<file path="src/shared/rct_pkg.sv">
// Constants, register map and carrier types for the reloadable capture timer.
// Assumes one 50 MHz system clock that stands in for the oscillator.
`default_nettype none

package rct_pkg;

    // ========================================================================
    // Register map (byte registers on a 3-bit register index).
    // ========================================================================
    localparam logic [2:0] REG_CTRL = 3'h0;
    localparam logic [2:0] REG_MODE = 3'h1;
    localparam logic [2:0] REG_CNT_LO = 3'h2;
    localparam logic [2:0] REG_CNT_HI = 3'h3;
    localparam logic [2:0] REG_RLD_LO = 3'h4;
    localparam logic [2:0] REG_RLD_HI = 3'h5;

    // ========================================================================
    // Reset values and count constants.
    // ========================================================================
    localparam logic [7:0] CTRL_RST = 8'h00;
    localparam logic [7:0] MODE_RST = 8'h00;
    localparam logic [7:0] RDATA_IDLE = 8'h00;
    localparam logic [15:0] CNT_RST = 16'h0000;
    localparam logic [15:0] RLD_RST = 16'h0000;
    localparam logic [15:0] CNT_ALL_ONES = 16'hffff;
    localparam logic [15:0] CNT_STEP = 16'h0001;

    // Oscillator divisors: machine cycle for timing, state time for baud and clock-out.
    localparam logic [3:0] DIV_TIMER = 4'hc;
    localparam logic [3:0] DIV_BAUD = 4'h2;

    // ========================================================================
    // Carrier types.
    // ========================================================================
    typedef struct packed {
        logic overflow_flag;
        logic external_flag;
        logic rx_clock_select;
        logic tx_clock_select;
        logic external_enable;
        logic run_control;
        logic counter_timer_select;
        logic capture_reload_select;
    } rct_ctrl_s;

    typedef struct packed {
        logic [5:0] reserved;
        logic clock_out_enable;
        logic down_count_enable;
    } rct_mode_s;

    typedef enum {
        MODE_OFF,
        MODE_RELOAD,
        MODE_CAPTURE,
        MODE_BAUD,
        MODE_CLKOUT
    } rct_mode_e;

    // Replaces one byte of a 16-bit register.
    function automatic logic [15:0] rct_byte_put(input logic [15:0] cur, input logic hi,
                                                 input logic [7:0] data);
        rct_byte_put = hi ? {data, cur[7:0]} : {cur[15:8], data};
    endfunction : rct_byte_put

    // Selects one byte of a 16-bit register.
    function automatic logic [7:0] rct_byte_get(input logic [15:0] val, input logic hi);
        rct_byte_get = hi ? val[15:8] : val[7:0];
    endfunction : rct_byte_get

endpackage : rct_pkg

`default_nettype wire
</file>
<file path="src/hw/rct_fall_det.sv">
// Falling edge detector for a synchronous input.
// Assumes the input is already synchronous to sys_clk_i.
`default_nettype none

module rct_fall_det (
    // Clock and reset.
    input wire logic sys_clk_i,
    input wire logic sys_rst_i,
    // Level in, pulse out.
    input wire logic level_i,
    output logic fall_o
);

    logic prev_ff;

    always_ff @(posedge sys_clk_i) begin
        if (sys_rst_i) begin
            prev_ff <= 1'b0;
        end else begin
            prev_ff <= level_i;
        end
    end

    // A high seen in reset does not count as an edge until it is sampled.
    assign fall_o = prev_ff & ~level_i;

endmodule : rct_fall_det

`default_nettype wire

</file>
<file path="src/hw/rct_prescaler.sv">
// Free-running divider giving one tick every DIV clocks.
// Assumes DIV is at least 2.
`default_nettype none

module rct_prescaler import rct_pkg::*; #(
    parameter logic [3:0] DIV = DIV_TIMER
) (
    // Clock and reset.
    input wire logic sys_clk_i,
    input wire logic sys_rst_i,
    // Tick out.
    output logic tick_o
);

    logic [3:0] cnt_ff;

    always_ff @(posedge sys_clk_i) begin
        if (sys_rst_i || tick_o) begin
            cnt_ff <= 4'h0;
        end else begin
            cnt_ff <= cnt_ff + 4'h1;
        end
    end

    assign tick_o = (cnt_ff == DIV - 4'h1);

endmodule : rct_prescaler

`default_nettype wire

</file>
<file path="src/hw/rct_timer.sv">
// Reloadable capture timer: 16-bit timer/counter with capture, auto-reload,
// baud clock generation and clock-out.
// Assumes synchronous pins, a 50 MHz clock used as the oscillator, and a
// serial port that takes the baud ticks only in its modes 1 and 3.
`default_nettype none

module rct_timer import rct_pkg::*; (
    // Clock and reset.
    input wire logic sys_clk_i,
    input wire logic sys_rst_i,
    // Register port.
    input wire logic [2:0] reg_addr_i,
    input wire logic [7:0] reg_wdata_i,
    input wire logic reg_wr_i,
    input wire logic reg_rd_i,
    output logic [7:0] reg_rdata_o,
    // Count pin (input for counting, output for clock-out).
    input wire logic count_pin_i,
    output logic count_pin_o,
    output logic count_pin_oe_o,
    // Trigger and direction pin.
    input wire logic trigger_pin_i,
    // Interrupt.
    input wire logic irq_enable_i,
    output logic timer_irq_o,
    // Serial port clocks.
    input wire logic other_timer_tick_i,
    output logic rx_baud_tick_o,
    output logic tx_baud_tick_o
);

    // ========================================================================
    // State and decode signals.
    // ========================================================================
    rct_ctrl_s ctrl_ff;
    rct_mode_s mode_ff;
    logic [15:0] cnt_ff;
    logic [15:0] rld_ff;
    logic clk_pin_ff;
    logic rx_tick_ff;
    logic tx_tick_ff;
    logic [7:0] rdata_ff;
    rct_mode_e mode;
    logic tick12;
    logic tick2;
    logic trig_fall;
    logic cpin_fall;
    logic updown;
    logic fast;
    logic tick;
    logic inc;
    logic dir_up;
    logic roll;
    logic under;
    logic trig_ev;
    logic cap_ev;
    logic trig_rld;
    logic ovf_set;
    logic ext_tgl;
    logic clk_out_act;
    logic cnt_wr;
    logic rld_wr;

    rct_prescaler #(.DIV(DIV_TIMER)) u_div_timer (
        .sys_clk_i(sys_clk_i),
        .sys_rst_i(sys_rst_i),
        .tick_o(tick12)
    );

    rct_prescaler #(.DIV(DIV_BAUD)) u_div_baud (
        .sys_clk_i(sys_clk_i),
        .sys_rst_i(sys_rst_i),
        .tick_o(tick2)
    );

    rct_fall_det u_trig_edge (
        .sys_clk_i(sys_clk_i),
        .sys_rst_i(sys_rst_i),
        .level_i(trigger_pin_i),
        .fall_o(trig_fall)
    );

    rct_fall_det u_cpin_edge (
        .sys_clk_i(sys_clk_i),
        .sys_rst_i(sys_rst_i),
        .level_i(count_pin_i),
        .fall_o(cpin_fall)
    );

    // ========================================================================
    // Mode decode.
    // ========================================================================
    always_comb begin
        if (!ctrl_ff.run_control) begin
            mode = MODE_OFF;
        end else if (ctrl_ff.rx_clock_select || ctrl_ff.tx_clock_select) begin
            mode = MODE_BAUD;
        end else if (clk_out_act) begin
            mode = MODE_CLKOUT;
        end else if (ctrl_ff.capture_reload_select) begin
            mode = MODE_CAPTURE;
        end else begin
            mode = MODE_RELOAD;
        end
    end

    assign clk_out_act = mode_ff.clock_out_enable & ~ctrl_ff.counter_timer_select;
    assign updown = (mode == MODE_RELOAD) & mode_ff.down_count_enable;
    // Baud and clock-out both step every state time, unless counter select takes count pin edges.
    assign fast = (mode == MODE_BAUD) || (mode == MODE_CLKOUT);
    always_comb begin
        case (1'b1)
            ctrl_ff.counter_timer_select: tick = cpin_fall;
            fast: tick = tick2;
            default: tick = tick12;
        endcase
    end
    assign inc = (mode != MODE_OFF) & tick;
    assign dir_up = ~updown | trigger_pin_i;
    assign roll = inc & dir_up & (cnt_ff == CNT_ALL_ONES);
    assign under = inc & ~dir_up & (cnt_ff == rld_ff);
    // In up/down mode the trigger pin steers direction and has no edge function.
    assign trig_ev = trig_fall & ctrl_ff.external_enable & ~updown & (mode != MODE_OFF);
    assign cap_ev = trig_ev & (mode == MODE_CAPTURE);
    assign trig_rld = trig_ev & (mode == MODE_RELOAD);
    // Baud and clock-out rollovers never flag.
    assign ovf_set = (roll | under) & ((mode == MODE_CAPTURE) || (mode == MODE_RELOAD));
    assign ext_tgl = updown & (roll | under);
    assign cnt_wr = reg_wr_i && ((reg_addr_i == REG_CNT_LO) || (reg_addr_i == REG_CNT_HI));
    assign rld_wr = reg_wr_i && ((reg_addr_i == REG_RLD_LO) || (reg_addr_i == REG_RLD_HI));

    // ========================================================================
    // Counter.
    // ========================================================================
    always_ff @(posedge sys_clk_i) begin
        if (sys_rst_i) begin
            cnt_ff <= CNT_RST;
        end else if (cnt_wr) begin
            cnt_ff <= rct_byte_put(cnt_ff, reg_addr_i == REG_CNT_HI, reg_wdata_i);
        end else if (under) begin
            cnt_ff <= CNT_ALL_ONES;
        end else if ((roll && (mode != MODE_CAPTURE)) || trig_rld) begin
            cnt_ff <= rld_ff;
        end else if (inc) begin
            cnt_ff <= cnt_ff + CNT_STEP;
        end
    end

    // ========================================================================
    // Capture/reload pair. A capture wins over a software write.
    // ========================================================================
    always_ff @(posedge sys_clk_i) begin
        if (sys_rst_i) begin
            rld_ff <= RLD_RST;
        end else if (cap_ev) begin
            rld_ff <= cnt_ff;
        end else if (rld_wr) begin
            rld_ff <= rct_byte_put(rld_ff, reg_addr_i == REG_RLD_HI, reg_wdata_i);
        end
    end

    // ========================================================================
    // Control register with flags. Later assignments give set priority.
    // ========================================================================
    always_ff @(posedge sys_clk_i) begin
        if (sys_rst_i) begin
            ctrl_ff <= rct_ctrl_s'(CTRL_RST);
        end else begin
            if (reg_wr_i && (reg_addr_i == REG_CTRL)) begin
                ctrl_ff <= rct_ctrl_s'(reg_wdata_i);
            end
            if (ovf_set) begin
                ctrl_ff.overflow_flag <= 1'b1;
            end
            if (trig_ev) begin
                ctrl_ff.external_flag <= 1'b1;
            end else if (ext_tgl) begin
                ctrl_ff.external_flag <= ~ctrl_ff.external_flag;
            end
        end
    end

    // ========================================================================
    // Mode register; reserved bits read as zero.
    // ========================================================================
    always_ff @(posedge sys_clk_i) begin
        if (sys_rst_i) begin
            mode_ff <= rct_mode_s'(MODE_RST);
        end else if (reg_wr_i && (reg_addr_i == REG_MODE)) begin
            mode_ff.clock_out_enable <= reg_wdata_i[1];
            mode_ff.down_count_enable <= reg_wdata_i[0];
        end
    end

    // ========================================================================
    // Clock-out: toggling on each rollover halves the rollover rate.
    // ========================================================================
    always_ff @(posedge sys_clk_i) begin
        if (sys_rst_i || !clk_out_act) begin
            clk_pin_ff <= 1'b0;
        end else if (roll) begin
            clk_pin_ff <= ~clk_pin_ff;
        end
    end

    assign count_pin_o = clk_pin_ff;
    assign count_pin_oe_o = clk_out_act;

    // ========================================================================
    // Serial port clock selection.
    // ========================================================================
    always_ff @(posedge sys_clk_i) begin
        if (sys_rst_i) begin
            rx_tick_ff <= 1'b0;
            tx_tick_ff <= 1'b0;
        end else begin
            rx_tick_ff <= ctrl_ff.rx_clock_select ? (roll & (mode == MODE_BAUD))
                                                  : other_timer_tick_i;
            tx_tick_ff <= ctrl_ff.tx_clock_select ? (roll & (mode == MODE_BAUD))
                                                  : other_timer_tick_i;
        end
    end

    assign rx_baud_tick_o = rx_tick_ff;
    assign tx_baud_tick_o = tx_tick_ff;

    // The up/down toggle of the external flag does not interrupt while up/down mode is active.
    assign timer_irq_o = irq_enable_i &
                         (ctrl_ff.overflow_flag | (ctrl_ff.external_flag & ~updown));

    // ========================================================================
    // Read data, valid only in the cycle after the read strobe.
    // ========================================================================
    always_ff @(posedge sys_clk_i) begin
        if (sys_rst_i || !reg_rd_i) begin
            rdata_ff <= RDATA_IDLE;
        end else begin
            case (reg_addr_i)
                REG_CTRL: rdata_ff <= ctrl_ff;
                REG_MODE: rdata_ff <= mode_ff;
                REG_CNT_LO: rdata_ff <= rct_byte_get(cnt_ff, 1'b0);
                REG_CNT_HI: rdata_ff <= rct_byte_get(cnt_ff, 1'b1);
                REG_RLD_LO: rdata_ff <= rct_byte_get(rld_ff, 1'b0);
                REG_RLD_HI: rdata_ff <= rct_byte_get(rld_ff, 1'b1);
                default: rdata_ff <= RDATA_IDLE;
            endcase
        end
    end

    assign reg_rdata_o = rdata_ff;
endmodule : rct_timer

`default_nettype wire

</file>
<file path="config.mk">
export PLATFORM = sky130hd
export DESIGN_NAME = rct_timer
export DESIGN_NICKNAME = d
export VERILOG_FILES = /design/src/shared/rct_pkg.sv /design/src/hw/rct_fall_det.sv /design/src/hw/rct_prescaler.sv /design/src/hw/rct_timer.sv
export SDC_FILE = /design/constraint.sdc
export NUM_CORES = 1
export LEC_CHECK = 0
export BUFFER_PORTS_ARGS = -buffer_cell sky130_fd_sc_hd__clkbuf_2
export CAP_MARGIN = 20
export CORE_ASPECT_RATIO = 0.9
export CORE_MARGIN = 5
export CORE_UTILIZATION = 33
export DETAILED_ROUTE_END_ITERATION = 8
export GPL_TIMING_DRIVEN = 0
export SYNTH_ARGS = -nofsm -noshare
export SYNTH_HDL_FRONTEND = slang
export SYNTH_SLANG_ARGS = --single-unit
</file>
<file path="constraint.sdc">
create_clock -name sys_clk_i -period 2.4 [get_ports sys_clk_i]
set_input_delay 0.36 -clock sys_clk_i [delete_from_list [all_inputs] [get_ports sys_clk_i]]
set_output_delay 0.36 -clock sys_clk_i [all_outputs]
set_load 0.05 [all_outputs]
</file>
==> impl_metrics.ini <==
[routing]
wl_per_cell_um = 21.4
wl_um = 16200
drc = 0
vias = 4479
drtAntennaViolNets = 0
firstDrtPassIters = 5
viasPerCell = 5.92
drt_iter0_markers = 548

[synth]
syn-cell-area_mm2 = 0.00407
synth.mux.area_fraction_pct = 3.97
synth_top_area_share_pct = 31.0
synth_top_family_by_area = simple AND/OR/NAND/NOR gates
yosysSeqAreaShare_pct = 31.0
synth-simple-area-share_pct = 27.5
ys_warn_count = 0
synth_fa_ha_area_share_pct = 1.23
synthCells = 513
synth_edf_count = 0
synth_compound_area_share_pct = 25.1
syn_avg_cell_area_um2 = 7.93
synth_area_leaders = dfxtp_1 31%, a21oi_1 5.5%, nand2_1 5.5%
yosys.cell_types.count = 72
synth_seq_cells = 63
async_flop_share_pct = 0
synthXorXnorAreaFrac_pct = 6.03
synth_ff_type = dfxtp_1
yosysTopAreaCell = dfxtp_1
synth_fp_nets = 536

[floorplanning]
die_h_um = 115
die_w_um = 127
die-area_mm2 = 0.0147
io_pins = 32
initial_utilization_pct = 33.7
core_area_mm2 = 0.0121
fp-row-count = 38

[power]
ir_worst_vdd_mv = 0.518
p_per_area_mw_per_mm2 = 564
leakage_nw = 2.06

[critical_path]
crit_buf_inv = 1
max_stage_delay_ns = 0.38
path_max_fanout = 8
cp-end-kind = flip-flop
crit_slowest_cell = dfxtp_2
worstSetupPathType = flip-flop to flip-flop
arrival_ns = 2.63
cp-start-kind = flip-flop
crit_chain = ha_4 > nor3b_4 > a21boi_4 > o311ai_4 > buf_4 > a31oi_4 > a21boi_4 > a21oi_2 > o32a_1
crit_required_ns = 2.63
cp_top_family = compound AO/OA/AOI/OAI gates
cp_common_cell = a21boi_4

[layout]
instances_no_fill = 756
postLayoutCoreUtil_pct = 44.5
nNetsFinal = 614
ff_latch_area_mm2 = 0.00128
drive_gt1_share_pct = 27.9
fin_area_mm2 = 0.00537
antennaDiodeCount = 0
multi_input_comb_area_mm2 = 0.00281
area_growth_pct = 32.0
fillCellCount = 1207

[placement]
place.gp.congestion = 0.946
place_area_mm2 = 0.00441
portBuffers = 28
dpl.hpwl_um = 11200
place_inst = 701

[timing]
slew_headroom_pct = 42.7
fin_ws_ns = -0.00307
period_minus_slack_ns = 2.40
fmaxAchievable_mhz = 416
fin_crit_sh_pct = 100
finalHoldViolCount = 0
finalMaxSlewViolations = 0
rsz0062_at_grt = yes
whs_ns = 0.276
setup_viol = 3
skew_ns = 0.00663
worstMarginPinSlew_ns = 0.853

[status]
violations = negative setup slack
status = complete, but fails checks

[global_route]
grt_use_total_pct = 22.0
grt_overflow = 0
grt_pass1_wl_um = 24500
first_global_vias = 4092
grt_max_degree = 14
antenna_found_initial = 0

[clocking]
cts_root_buffer = clkbuf_16
clk_latency_ns = 0.34
numClockSinks = 63
cts_made_buffers = 9
cts_buffer_depth = 2
clk_pin_slew_ns = 0.06
cts_tree = built
htreeDepth = 3

[hold_path]
hold_class = input pin to flip-flop

[run]
maxCapViolCount = 0
-- cell usage in the layout (no fill, tap or decap), drive strengths merged, types with 9 or more instances in the layout --
cell type and n:
nand4 9, xnor2 12, a22oi 9, buf 61, xor2 16, o21ai 17
and3 11, a31oi 9, nand2 60, o211ai 9, clkbuf 56, a21oi 46
nor3 14, nor3b 12, dfxtp 63, nor2 53, a211oi 15, mux2i 15
-- metrics by stage --
| stage | setup slack (ns) | total power [mW] | setup TNS, ns |
|---|---|---|---|
| after detailed placement | -0.515 | 1.52 | -7.69 |
| after global routing | -0.0728 | 3.11 | -0.522 |
| after global placement | -0.513 | 1.52 | -7.67 |
| after floorplan | 0.0339 | 1.39 | 0 |
| final | -0.00307 | 3.03 | -0.00851 |
| after CTS | -0.0584 | 2.99 | -0.160 |
-- per-layer routing --
metal	GRT usage, %	share of wire, %
met5	0	0
met4	6.86	2.2
met3	4.13	11
met2	33.7	44
met1	31.4	42
-- report_power, final --
part / internal [mW] / leakage, nW / switching [mW]
Combinational: 0.166 / 1.38 / 0.244
Sequential: 1.09 / 0.519 / 0.0698
Clock: 0.921 / 0.161 / 0.534
-- cell type report --
class                      instances  area share [%]
inverter                           6           0.466
clock buffer                       9            4.19
multi-input combinational        403            52.3
clock inverter                     7            1.93
sequential                        63            23.8
buffer                            36            3.80
tap                              160            3.73
timing repair buffer              72            9.76
-- Yosys cell counts, types with 8 or more instances --
library cell,number
dfxtp_1,63
nand2_1,60
nor2_1,53
a21oi_1,45
clkbuf_1,23
o21ai_0,16
xor2_1,16
a211oi_1,15
mux2i_1,15
nor3_1,12
nor3b_1,12
xnor2_1,12
and3_1,11
a22oi_1,9
o211ai_1,9
nand3_1,8
-- flip-flops by register name (all words and copies together) (netlist names), 2 cells and up --
| register | flops |
|---|---|
| rld_ff | 16 |
| u_div_timer.cnt_ff | 4 |
| ctrl_ff | 8 |
| reg_rdata_o | 8 |
| u_div_baud.cnt_ff | 4 |
| cnt_ff | 16 |
| mode_ff | 2 |
-- worst reg2reg max path, cell delays in order (launching register included) --
cell and delay (ns):
dfxtp_2 0.38, ha_4 0.14, nor3b_4 0.20, a21boi_4 0.26
o311ai_4 0.17, buf_4 0.21, a31oi_4 0.17, a21boi_4 0.34
a21oi_2 0.09, o32a_1 0.32
-- cell families (layout without fill, tap and decap cells) --
logic type	Yosys count	count (layout)
buf+inv	47	130
flops	63	63
compound gates	146	146
mux	16	16
fa+ha+maj	4	4
simple gates	209	209
xor+xnor	28	28
-- timing repair --
action	in CTS	in global routing
resized for setup	36	39
setup endpoints to repair	34	33
pin swaps	18	29
hold buffers	0	0
buffers inserted	25	18
cloned	0	1
-- path summary, 6_finish.rpt --
check | start | to | slack, ns | cells past startpoint
setup reg to reg | u_div_baud.cnt_ff[0]$_SDFF_PP0_ | cnt_ff[7]$_SDFFE_PP0P_ | -0.003 | 9
hold reg to reg | u_div_baud.cnt_ff[0]$_SDFF_PP0_ | u_div_baud.cnt_ff[0]$_SDFF_PP0_ | 0.48 | 1
hold / removal | other_timer_tick_i | tx_baud_tick_o$_SDFF_PP0_ | 0.28 | 3
setup / recovery | u_div_baud.cnt_ff[0]$_SDFF_PP0_ | cnt_ff[7]$_SDFFE_PP0P_ | -0.003 | 9
Note: power is estimated with default switching activity, not from simulation.
